==> src/hdl/mss_status_regs.vh <==
// register offsets, field positions and reset values of the motor status bank
`ifndef MSS_STATUS_REGS_VH
`define MSS_STATUS_REGS_VH

`define MSS_ADDR_W 7
`define MSS_DATA_W 16

`define MSS_OFS_WAKE_LEVEL 7'h45
`define MSS_OFS_HS_FAULT 7'h46
`define MSS_OFS_BRIDGE_GEN 7'h50

`define MSS_RST_WAKE_LEVEL 16'h0000
`define MSS_RST_HS_FAULT 16'h0000
`define MSS_RST_BRIDGE_GEN 16'h0000

`define MSS_WAKE_LSB 0
`define MSS_HS_OC_LSB 0
`define MSS_HS_OL_LSB 5
`define MSS_HS_OT_LSB 10
`define MSS_BR_VOUT_LSB 6
`define MSS_PWM_LSB 0

`define MSS_BR_MODE_COMPARE 2'h3

`define MSS_MODE_W 3
`define MSS_MODE_NORMAL 3'h0
`define MSS_MODE_STOP 3'h1
`define MSS_MODE_INIT 3'h2
`define MSS_MODE_RESTART 3'h3
`define MSS_MODE_SLEEP 3'h4
`define MSS_MODE_FAILSAFE 3'h5

`endif

==> src/hdl/mss_status_bank.v <==
// status register bank: wake levels, high-side faults, bridge general status
`include "mss_status_regs.vh"
`default_nettype none

// Overview of operation
// - The wake level register follows the wake pins in normal, stop, init and restart modes.
// - In cyclic sense or wake operation the wake levels are only refreshed on each sample event.
// - Bits 4 to 0 of the wake level register show wake pins five to one, 1 for high.
// - Bits 13 to 10 hold sticky read-to-clear overtemperature flags of high sides four to one.
// - Bits 8 to 5 hold sticky read-to-clear open-load flags of high sides four to one.
// - Bits 3 to 0 hold sticky read-to-clear overcurrent flags of high sides four to one.
// - Every reserved bit of the three registers reads as zero.
// - A bridge output bit reads the sense comparator when its mode is 11 and the pump is on.
// - A bridge output bit reads zero when the pump is off or its mode is not 11.
module mss_status_bank (
  input wire mclk_i,
  input wire rst_i,
  input wire rd_stb_i,
  input wire [`MSS_ADDR_W-1:0] rd_addr_i,
  output reg [`MSS_DATA_W-1:0] rd_data_o,
  output reg rd_valid_o,
  input wire [`MSS_MODE_W-1:0] dev_mode_i,
  input wire cyclic_active_i,
  input wire cyclic_sample_i,
  input wire [4:0] wake_pin_i,
  input wire [3:0] high_side_overtemp_i,
  input wire [3:0] high_side_open_load_i,
  input wire [3:0] high_side_overcurrent_i,
  input wire charge_pump_on_i,
  input wire [7:0] bridge_mode_field_i,
  input wire [3:0] bridge_high_side_sense_i,
  input wire [3:0] pulse_input_level_i,
  output wire [`MSS_DATA_W-1:0] wake_input_level_status_o,
  output wire [`MSS_DATA_W-1:0] high_side_fault_status_o
);

  // pin levels after the two-flop synchronisers
  wire [4:0] wake_sync;
  wire [3:0] sense_sync;
  wire [3:0] pwm_sync;

  // captured register fields
  wire [4:0] wake_lvl;
  wire [3:0] ot_flags;
  wire [3:0] ol_flags;
  wire [3:0] oc_flags;
  wire [3:0] vout_lvl;
  wire [3:0] pwm_lvl;

  // register images and read mux
  reg [`MSS_DATA_W-1:0] wake_reg;
  reg [`MSS_DATA_W-1:0] hs_reg;
  reg [`MSS_DATA_W-1:0] gen_reg;
  reg [`MSS_DATA_W-1:0] rd_data_d;
  wire sel_wake;
  wire sel_hs;
  wire sel_gen;
  wire live_mode;
  wire wake_upd;
  wire hs_clr;
  genvar g;

  // one address compare, shared by the clear strobe and the read mux
  function addr_hit;
    input [`MSS_ADDR_W-1:0] addr;
    input [`MSS_ADDR_W-1:0] ofs;
    begin
      addr_hit = (addr == ofs);
    end
  endfunction

  // modes in which the wake levels follow the pins
  function mode_is_live;
    input [`MSS_MODE_W-1:0] mode;
    begin
      case (mode)
        `MSS_MODE_NORMAL: mode_is_live = 1'b1;
        `MSS_MODE_STOP: mode_is_live = 1'b1;
        `MSS_MODE_INIT: mode_is_live = 1'b1;
        `MSS_MODE_RESTART: mode_is_live = 1'b1;
        default: mode_is_live = 1'b0;
      endcase
    end
  endfunction

  // comparator level only counts in compare mode with the pump running
  function bridge_level;
    input pump_on;
    input [1:0] mode;
    input sense;
    begin
      bridge_level = pump_on && (mode == `MSS_BR_MODE_COMPARE) && sense;
    end
  endfunction

  // set wins over clear, so a fault in the read cycle is not lost
  function sticky_next;
    input flag;
    input fault;
    input clr;
    begin
      sticky_next = fault | (flag & ~clr);
    end
  endfunction

  assign sel_wake = addr_hit(rd_addr_i, `MSS_OFS_WAKE_LEVEL);
  assign sel_hs = addr_hit(rd_addr_i, `MSS_OFS_HS_FAULT);
  assign sel_gen = addr_hit(rd_addr_i, `MSS_OFS_BRIDGE_GEN);
  assign live_mode = mode_is_live(dev_mode_i);
  // in cyclic operation the pin is only valid at the sample instant
  assign wake_upd = cyclic_active_i ? cyclic_sample_i : live_mode;
  assign hs_clr = rd_stb_i && sel_hs;

  // pins are asynchronous: two flops per bit keep metastability out
  generate
    for (g = 0; g < 5; g = g + 1) begin : wake_sync_bit
      reg s1_q;
      reg s2_q;
      always @(posedge mclk_i) begin
        if (rst_i) begin
          s1_q <= 1'b0;
          s2_q <= 1'b0;
        end else begin
          s1_q <= wake_pin_i[g];
          s2_q <= s1_q;
        end
      end
      assign wake_sync[g] = s2_q;
    end
  endgenerate

  generate
    for (g = 0; g < 4; g = g + 1) begin : sense_sync_bit
      reg s1_q;
      reg s2_q;
      always @(posedge mclk_i) begin
        if (rst_i) begin
          s1_q <= 1'b0;
          s2_q <= 1'b0;
        end else begin
          s1_q <= bridge_high_side_sense_i[g];
          s2_q <= s1_q;
        end
      end
      assign sense_sync[g] = s2_q;
    end
  endgenerate

  generate
    for (g = 0; g < 4; g = g + 1) begin : pwm_sync_bit
      reg s1_q;
      reg s2_q;
      always @(posedge mclk_i) begin
        if (rst_i) begin
          s1_q <= 1'b0;
          s2_q <= 1'b0;
        end else begin
          s1_q <= pulse_input_level_i[g];
          s2_q <= s1_q;
        end
      end
      assign pwm_sync[g] = s2_q;
    end
  endgenerate

  // between updates the last captured level holds
  generate
    for (g = 0; g < 5; g = g + 1) begin : wake_cap_bit
      reg lvl_q;
      always @(posedge mclk_i) begin
        if (rst_i) begin
          lvl_q <= 1'b0;
        end else if (wake_upd) begin
          lvl_q <= wake_sync[g];
        end
      end
      assign wake_lvl[g] = lvl_q;
    end
  endgenerate

  // a flag stays set until its register is read
  generate
    for (g = 0; g < 4; g = g + 1) begin : ot_flag_bit
      reg flag_q;
      always @(posedge mclk_i) begin
        if (rst_i) begin
          flag_q <= 1'b0;
        end else begin
          flag_q <= sticky_next(flag_q, high_side_overtemp_i[g], hs_clr);
        end
      end
      assign ot_flags[g] = flag_q;
    end
  endgenerate

  generate
    for (g = 0; g < 4; g = g + 1) begin : ol_flag_bit
      reg flag_q;
      always @(posedge mclk_i) begin
        if (rst_i) begin
          flag_q <= 1'b0;
        end else begin
          flag_q <= sticky_next(flag_q, high_side_open_load_i[g], hs_clr);
        end
      end
      assign ol_flags[g] = flag_q;
    end
  endgenerate

  generate
    for (g = 0; g < 4; g = g + 1) begin : oc_flag_bit
      reg flag_q;
      always @(posedge mclk_i) begin
        if (rst_i) begin
          flag_q <= 1'b0;
        end else begin
          flag_q <= sticky_next(flag_q, high_side_overcurrent_i[g], hs_clr);
        end
      end
      assign oc_flags[g] = flag_q;
    end
  endgenerate

  // pump and mode come from this clock, so only the sense pin is synchronised
  generate
    for (g = 0; g < 4; g = g + 1) begin : vout_cap_bit
      reg lvl_q;
      always @(posedge mclk_i) begin
        if (rst_i) begin
          lvl_q <= 1'b0;
        end else begin
          lvl_q <= bridge_level(charge_pump_on_i, bridge_mode_field_i[2*g +: 2],
                                sense_sync[g]);
        end
      end
      assign vout_lvl[g] = lvl_q;
    end
  endgenerate

  generate
    for (g = 0; g < 4; g = g + 1) begin : pwm_cap_bit
      reg lvl_q;
      always @(posedge mclk_i) begin
        if (rst_i) begin
          lvl_q <= 1'b0;
        end else begin
          lvl_q <= pwm_sync[g];
        end
      end
      assign pwm_lvl[g] = lvl_q;
    end
  endgenerate

  // reserved positions keep the zero of the reset image
  always @* begin
    wake_reg = `MSS_RST_WAKE_LEVEL;
    wake_reg[`MSS_WAKE_LSB +: 5] = wake_lvl;
  end

  always @* begin
    hs_reg = `MSS_RST_HS_FAULT;
    hs_reg[`MSS_HS_OT_LSB +: 4] = ot_flags;
    hs_reg[`MSS_HS_OL_LSB +: 4] = ol_flags;
    hs_reg[`MSS_HS_OC_LSB +: 4] = oc_flags;
  end

  always @* begin
    gen_reg = `MSS_RST_BRIDGE_GEN;
    gen_reg[`MSS_BR_VOUT_LSB +: 4] = vout_lvl;
    gen_reg[`MSS_PWM_LSB +: 4] = pwm_lvl;
  end

  // unmapped addresses read as zero
  always @* begin
    rd_data_d = 16'h0000;
    if (sel_wake) begin
      rd_data_d = wake_reg;
    end
    if (sel_hs) begin
      rd_data_d = hs_reg;
    end
    if (sel_gen) begin
      rd_data_d = gen_reg;
    end
  end

  // read data shows the flags as they stood before the clear
  always @(posedge mclk_i) begin
    if (rst_i) begin
      rd_data_o <= 16'h0000;
      rd_valid_o <= 1'b0;
    end else begin
      rd_valid_o <= rd_stb_i;
      if (rd_stb_i) begin
        rd_data_o <= rd_data_d;
      end
    end
  end

  assign wake_input_level_status_o = wake_reg;
  assign high_side_fault_status_o = hs_reg;

endmodule
`default_nettype wire

==> config.mk <==
export PLATFORM = sky130hd
export DESIGN_NAME = mss_status_bank
export DESIGN_NICKNAME = d
export VERILOG_FILES = /design/src/hdl/mss_status_bank.v
export VERILOG_INCLUDE_DIRS = /design/src /design/src/hdl
export SDC_FILE = /design/constraint.sdc
export NUM_CORES = 1
export LEC_CHECK = 0
export BUFFER_PORTS_ARGS = -buffer_cell sky130_fd_sc_hd__buf_2
export CELL_PAD_IN_SITES_DETAIL_PLACEMENT = 1
export CELL_PAD_IN_SITES_GLOBAL_PLACEMENT = 2
export CORE_UTILIZATION = 25
export CTS_CLUSTER_DIAMETER = 40
export DETAILED_ROUTE_END_ITERATION = 8
export HOLD_SLACK_MARGIN = 0.12
export PLACE_DENSITY_LB_ADDON = 0.1
export SLEW_MARGIN = 20
export SYNTH_ARGS = -nofsm -noshare
export SYNTH_HDL_FRONTEND = slang
export SYNTH_SLANG_ARGS = --single-unit
==> constraint.sdc <==
create_clock -name mclk_i -period 1.1 [get_ports mclk_i]
set_input_delay 0.165 -clock mclk_i [delete_from_list [all_inputs] [get_ports mclk_i]]
set_output_delay 0.165 -clock mclk_i [all_outputs]
set_load 0.1 [all_outputs]
==> results of run 1 <==
==> power by group through the flow <==
stage          clock network, mW  logic (mW)  registers (mW)
2_1_floorplan                  0       0.871            2.64
3_3_place_gp                   0        1.20            2.63
3_5_place_dp                   0        1.21            2.63
4_1_cts                     1.99        1.31            2.58
5_1_grt                     2.11        1.36            2.59
6_report                    1.90        1.30            2.58
==> final cells by class <==
cell class,instances,area share [%]
sequential,66,34.0
clock buffer,11,3.27
clock inverter,3,1.06
timing repair buffer,130,34.4
tap,133,4.14
multi-input combinational,155,22.0
inverter,12,1.12
==> metrics by stage <==
stage / util, % / TNS, ps / area, um^2 / setup slack (ps) / hold slack [ps]
2_1_floorplan: - / 0 / 2580 / 26.0 / 291
3_3_place_gp: 35.8 / -2130 / 3480 / -147 / 372
3_5_place_dp: 35.8 / -2200 / 3480 / -167 / 380
4_1_cts: 41.2 / 0 / 4010 / 4.58 / 126
5_1_grt: 41.3 / 0 / 4020 / 0.863 / 175
6_report: 41.3 / 0 / 4020 / 38.7 / 145
==> cells in the mapped netlist <==
master	instances	area share [%]
a21oi_1	7	1.4
a22oi_1	4	1.2
a311oi_1	3	1.1
and2_1	2	0.50
and2b_1	1	0.30
and3_1	1	0.25
and4bb_1	1	0.50
buf_4	35	11
buf_6	1	0.45
clkbuf_1	9	1.4
conb_1	1	0.15
dfxtp_1	66	53
inv_1	12	1.8
nand2_1	10	1.5
nand2b_1	15	3.8
nand3_1	17	3.4
nand4_1	6	1.5
nor2_1	9	1.4
nor2b_1	33	8.3
nor3b_2	1	0.50
nor4b_4	1	0.95
o211ai_1	4	1.2
o21ai_0	10	2.0
o22ai_1	12	3.0
or2_0	1	0.25
==> path summary, 6_finish.rpt <==
check	endpoint	slack (ps)	cells past startpoint
hold reg to reg	pwm_sync_bit[0].s2_q	440	1
setup / recovery	high_side_fault_status_o[6]	40	1
setup reg to reg	rd_data_o[3]	290	2
hold / removal	vout_cap_bit[3].lvl_q	140	3
==> state kept, by name (all words and copies together) (netlist names), 5 cells and up <==
| name | flops |
|---|---|
| wake_cap_bit.lvl_q | 5 |
| rd_data_o | 14 |
| wake_sync_bit.s2_q | 5 |
| wake_sync_bit.s1_q | 5 |
==> cells in the final DEF (no fill, tap or decap), types with 2 or more instances in the layout <==
cell           instances
and2_1                 2
nand2b_1              15
o22ai_1               12
buf_2                 46
dlygate4sd3_1         34
nor2_1                 9
dfxtp_1               36
dfxtp_2               27
nor2b_1               33
buf_4                 15
o21ai_0               10
a22oi_1                4
o211ai_1               4
dfxtp_4                3
buf_12                35
inv_1                 12
conb_1                17
nand3_1               17
a21oi_1                7
a311oi_1               3
clkbuf_1               2
nand4_1                6
clkbuf_8               9
nand2_1               10
==> per-layer routing <==
| layer | vias to the layer above | wire, um | part of all wire [%] | GRT usage, % |
|---|---|---|---|---|
| li1 | 1046 | - | - | - |
| met1 | 958 | 2830 | 45 | 15.7 |
| met5 | - | 0 | 0 | 0 |
| met3 | 7 | 288 | 4.6 | 3.90 |
| met2 | 58 | 3130 | 50 | 21.4 |
| met4 | 0 | 75 | 1.2 | 5.27 |
==> cells by family (layout without fill, tap and decap cells) <==
group                  count (synthesis)  in the layout  synth area share (%)
DFF                                   66             66                  52.9
and+or+nand+nor                       98             98                  23.0
AOI/OAI and AO/OA                     40             40                  9.86
other                                  1             17                 0.150
buffers and inverters                 57            156                  14.1
==> timing repair <==
item | CTS | global route
endpoints found under the setup margin | 15 | 4
gates resized for setup | 15 | 4
hold endpoints to repair | 32 | 0
hold buffers | 34 | 0
==> summary.txt, run 1 <==
Final layout
  • Layout overhead on the synthesized area: 60.9%
  • Multi-input combinational cell area: 886 um^2
  • Antenna diodes: 0
  • Share of layout cells above drive strength 1: 37.1%
  • Area taken by flip-flops and latches: 1370 um^2
  • Final Instance Count excl. Fillers: 510
  • Final nets: 423
  • Filler cell count in the final layout: 1090

Critical path
  • Worst path max stage delay: 370 ps
  • Worst R2R Start: oc_flag_bit[3].flag_q
  • Library cell contributing the largest single delay on the critical path: dfxtp_2
  • Cell Chain, Critical Path: buf_12
  • Gate family responsible for the most delay along the worst path: flip-flops
  • CP startpoint kind: flop
  • Required time of the critical path: 940 ps
  • Worst-path maximum fanout: 3
  • Arrival time worst endpoint: 900 ps
  • Count of buffering cells on the critical path with inverters included: 1
  • Worst setup path class: flop to output port
  • Setup crit end kind: output port
  • Critical path startpoint: ol_flag_bit[1].flag_q

Pwr
  • Post-route total power: 5.78 mW
  • Reg power frac: 44.6%
  • Share of total power in combinational logic: 22.5%
  • LEAKAGE: 1.67 nW
  • Switching share of total power: 31.1%
  • Reported net switching power: 1.80 mW
  • Worst vdd ir: 0.520 mV
  • Clk network pwr share: 32.9%
  • Power density relative to cell area: 1440 nW/um^2
  • Total internal power: 3.98 mW

Synth
  • Sequential cell area fraction in the yosys report: 52.9%
  • Count of distinct cell types in the synthesized netlist: 25
  • Mean cell area of the mapped netlist: 9.54 um^2
  • Area of the mapped netlist: 2500 um^2
  • Count of yosys warnings during synthesis: 0
  • Count of mapped cells out of synthesis: 262
  • Number of storage elements in the synthesis netlist: 66

Run status
  • Outcome: completed

Detailed routing
  • Ratio of routed vias to standard cells: 4.06
  • Total Wirelength: 6320 um
  • Wirelength per Cell: 12.4 um
  • Vias: 2069
  • Remaining antenna violation count after routing: 0
  • Starting DRT DRC Count: 54
  • DRC viols: 0
  • Number of optimization iterations in the first detailed-route pass: 4

Global route
  • Total global routing overflow: 0
  • Pin count of the biggest net entering global routing: 18
  • First-pass GRT wire length: 9960 um
  • Number of global-route vias before repair: 2039
  • Antenna violations before repair: 0
  • Aggregate global-route resource usage: 12.9%

Die
  • Starting Density: 25.7%
  • Chip width: 102 um
  • Cell row count: 36
  • Die Area: 10400 um^2
  • Area of the core: 9730 um^2
  • Count of boundary I/O pins: 98
  • Die extent in y: 102 um

Timing
  • Final count of negative-setup-slack endpoints: 0
  • Clock tree skew after final layout: 12.5 ps
  • Final number of max-transition violations: 0
  • Period Utilization, post-route: 96.5%
  • RSZ-0062 raised after global routing: false
  • Hold Violations, Final: 0
  • FMAX: 942 MHz
  • Shortest period the worst path allows: 1060 ps

Clocking
  • Root buf cell: clkbuf_8
  • Number of H-tree levels: 3
  • Number of clock sinks: 66
  • Clock latency on the worst-skew pair: 340 ps
  • Clock-pin slew of the registers on the worst-case setup and hold paths: 80 ps
  • Maximum count of clock buffers along a single path: 2
  • Postcts setup bufs: 0
  • CTS buffer count: 9
  • TritonCTS clock tree: done

Job
  • Max-cap violations: 0

Worst hold path
  • Beginning of the worst hold path: charge_pump_on_i
  • Classification of the worst-slack hold path: primary input to flop

Placed design
  • Number of port buffers: 78
  • Dpl hpwl: 4470 um
  • Placed insts: 462
  • RePlAce Congestion: 0.686
Note: power is estimated with default switching activity, not from simulation.
==> run 2: changes to the inputs <==
- CELL_PAD_IN_SITES_DETAIL_PLACEMENT: 1 -> 0
- CORE_UTILIZATION: 25 -> 28
- clock period: 1.1 -> 1.4 ns (I/O delays scaled with it)
==> summary.txt, run 2 (synthesis results as in run 1) <==
Final layout
  • Share of layout cells above drive strength 1: 28.2%
  • Top register by number of flip-flops: rd_data_o
  • Layout overhead on the synthesized area: 34.9%
  • Util after Layout: 38.9%
  • Most common cell after layout, fill and taps aside: buf_2
  • Number of flip-flops in the largest register: 14
  • Antenna diodes: 0
  • Final nets: 409
  • Leading cell types in the layout, fill and taps excluded: buf_2, dfxtp_1, nor2b_1, dlygate4sd3_1

Global route
  • Number of global-route vias before repair: 1712
  • Aggregate global-route resource usage: 12.6%
  • Antenna violations before repair: 0
  • Pin count of the biggest net entering global routing: 51
  • First-pass GRT wire length: 8490 um
  • Total global routing overflow: 0

Clocking
  • Number of clock sinks: 66
  • Clock latency on the worst-skew pair: 340 ps
  • Clock-pin slew of the registers on the worst-case setup and hold paths: 70 ps
  • CTS buffer count: 9
  • Root buf cell: clkbuf_8
  • Maximum count of clock buffers along a single path: 2
  • TritonCTS clock tree: done
  • Postcts setup bufs: 0
  • Number of H-tree levels: 3

Critical path
  • Library cell contributing the largest single delay on the critical path: buf_2
  • Setup crit end kind: output port
  • Register-to-register path setup slack: 330 ps
  • Gate family responsible for the most delay along the worst path: buffers and inverters
  • Required time of the critical path: 1190 ps
  • Worst R2R Start: sense_sync_bit[1].s2_q
  • CP startpoint kind: flop
  • Worst setup path class: flop to output port
  • Worst-path maximum fanout: 3
  • Reg-to-reg critical path endpoint: vout_cap_bit[1].lvl_q
  • Count of buffering cells on the critical path with inverters included: 1
  • Worst path max stage delay: 440 ps
  • Cell Chain, Critical Path: buf_2
  • Reg2reg path depth: 3
  • Arrival time worst endpoint: 1140 ps

Timing
  • Worst-margin pin slew: 659 ps
  • Final number of max-transition violations: 0
  • Slew Limit Headroom: 55.9%
  • FMAX: 743 MHz
  • RSZ-0062 raised after global routing: false
  • Period Utilization, post-route: 96.1%
  • Hold Violations, Final: 0
  • Shortest period the worst path allows: 1350 ps
  • Final count of negative-setup-slack endpoints: 0
  • Clock tree skew after final layout: 8.54 ps
  • Setup_tns: 0 ps
  • Final worst slack: 54.5 ps

Detailed routing
  • Total Wirelength: 5460 um
  • Remaining antenna violation count after routing: 0
  • Number of optimization iterations in the first detailed-route pass: 4
  • Vias: 1905
  • DRC viols: 0
  • Wirelength per Cell: 11.5 um
  • Ratio of routed vias to standard cells: 4.03
  • Starting DRT DRC Count: 49

Pwr
  • Worst vdd ir: 0.627 mV
  • LEAKAGE: 1.47 nW
  • Power density relative to cell area: 1310 nW/um^2

Worst hold path
  • Beginning of the worst hold path: high_side_overcurrent_i[1]
  • Hold path depth: 3
  • Classification of the worst-slack hold path: primary input to flop
  • Worst Hold Path EP: oc_flag_bit[1].flag_q

Placed design
  • Number of port buffers: 78
  • RePlAce Congestion: 0.698
  • Dpl hpwl: 3820 um
  • Post-placement worst setup slack: 86.8 ps

Die
  • Die Area: 9310 um^2
  • Count of boundary I/O pins: 98
  • Cell row count: 34
  • Die extent in y: 96.5 um
  • Area of the core: 8680 um^2
  • Chip width: 96.5 um
  • Starting Density: 28.8%

Run status
  • Outcome: completed

Job
  • Max-cap violations: 0
[run 2: cell count changes in the layout (fill, tap and decap cells not counted)]
| cell | before | now |
|---|---|---|
| buf_12 | 35 | 1 |
| buf_2 | 46 | 67 |
| buf_4 | 15 | 10 |
| clkbuf_1 | 2 | 1 |
| clkbuf_4 | 0 | 8 |
| clkinv_4 | 0 | 2 |
| clkinvlp_4 | 1 | 2 |
| dfxtp_1 | 36 | 66 |
| dfxtp_2 | 27 | 0 |
| dfxtp_4 | 3 | 0 |
| dlygate4sd3_1 | 34 | 30 |
[run 2: cell type report]
| cell class | count | area [um^2] |
|---|---|---|
| well taps | 108 | 135 |
| fillers | 930 | 5310 |
| repair buffers | 116 | 791 |
| clock inverters | 6 | 67.6 |
| flip-flops and latches | 66 | 1320 |
| multi-input cells | 155 | 886 |
| clock buffers | 10 | 128 |
| inverters | 12 | 45.0 |
[run 2: how the worst max path moves through the flow]
stage / from / to / slack, ps / cells past startpoint
finish: wake_cap_bit[0].lvl_q / wake_input_level_status_o[0] / 50 / 1
detailed placement: rd_addr_i[0] / ot_flag_bit[0].flag_q / 90 / 5
CTS: wake_cap_bit[4].lvl_q / wake_input_level_status_o[4] / 10 / 1
global route: wake_cap_bit[0].lvl_q / wake_input_level_status_o[0] / 3 / 1
global placement: rd_addr_i[0] / oc_flag_bit[3].flag_q / 90 / 5
floorplan: rd_data_o[6] / rd_data_o[6] / 80 / 2
[run 2: per-stage QoR]
step | hold WS (ps) | cell area (um^2) | total power, mW | instances
3_3_place_gp | 416 | 2850 | 2.83 | 427
4_1_cts | 121 | 3350 | 4.48 | 473
3_5_place_dp | 420 | 2850 | 2.83 | 427
5_1_grt | 125 | 3370 | 4.63 | 473
6_report | 136 | 3370 | 4.41 | 473
2_1_floorplan | 336 | 2560 | 2.75 | 278
[run 2: metal layers]
metal	part of all wire (%)	track usage, %	vias up
met2	43	17.9	55
met5	0	0	-
met4	1.2	4.41	0
met1	50	16.5	827
met3	6.2	5.87	7
li1	-	-	1016
[run 2: repair_timing]
| item | 4_1_cts | 5_1_grt |
|---|---|---|
| resized for setup | 3 | 8 |
| setup endpoints to repair | 3 | 8 |
| hold buffers | 30 | 0 |
| endpoints found under the hold margin | 26 | 0 |
[run 2: power breakdown]
part | switching, mW | leakage, nW | internal [mW]
clock network | 0.731 | 0.0925 | 0.825
registers | 0.0380 | 0.543 | 1.96
logic | 0.645 | 0.832 | 0.211
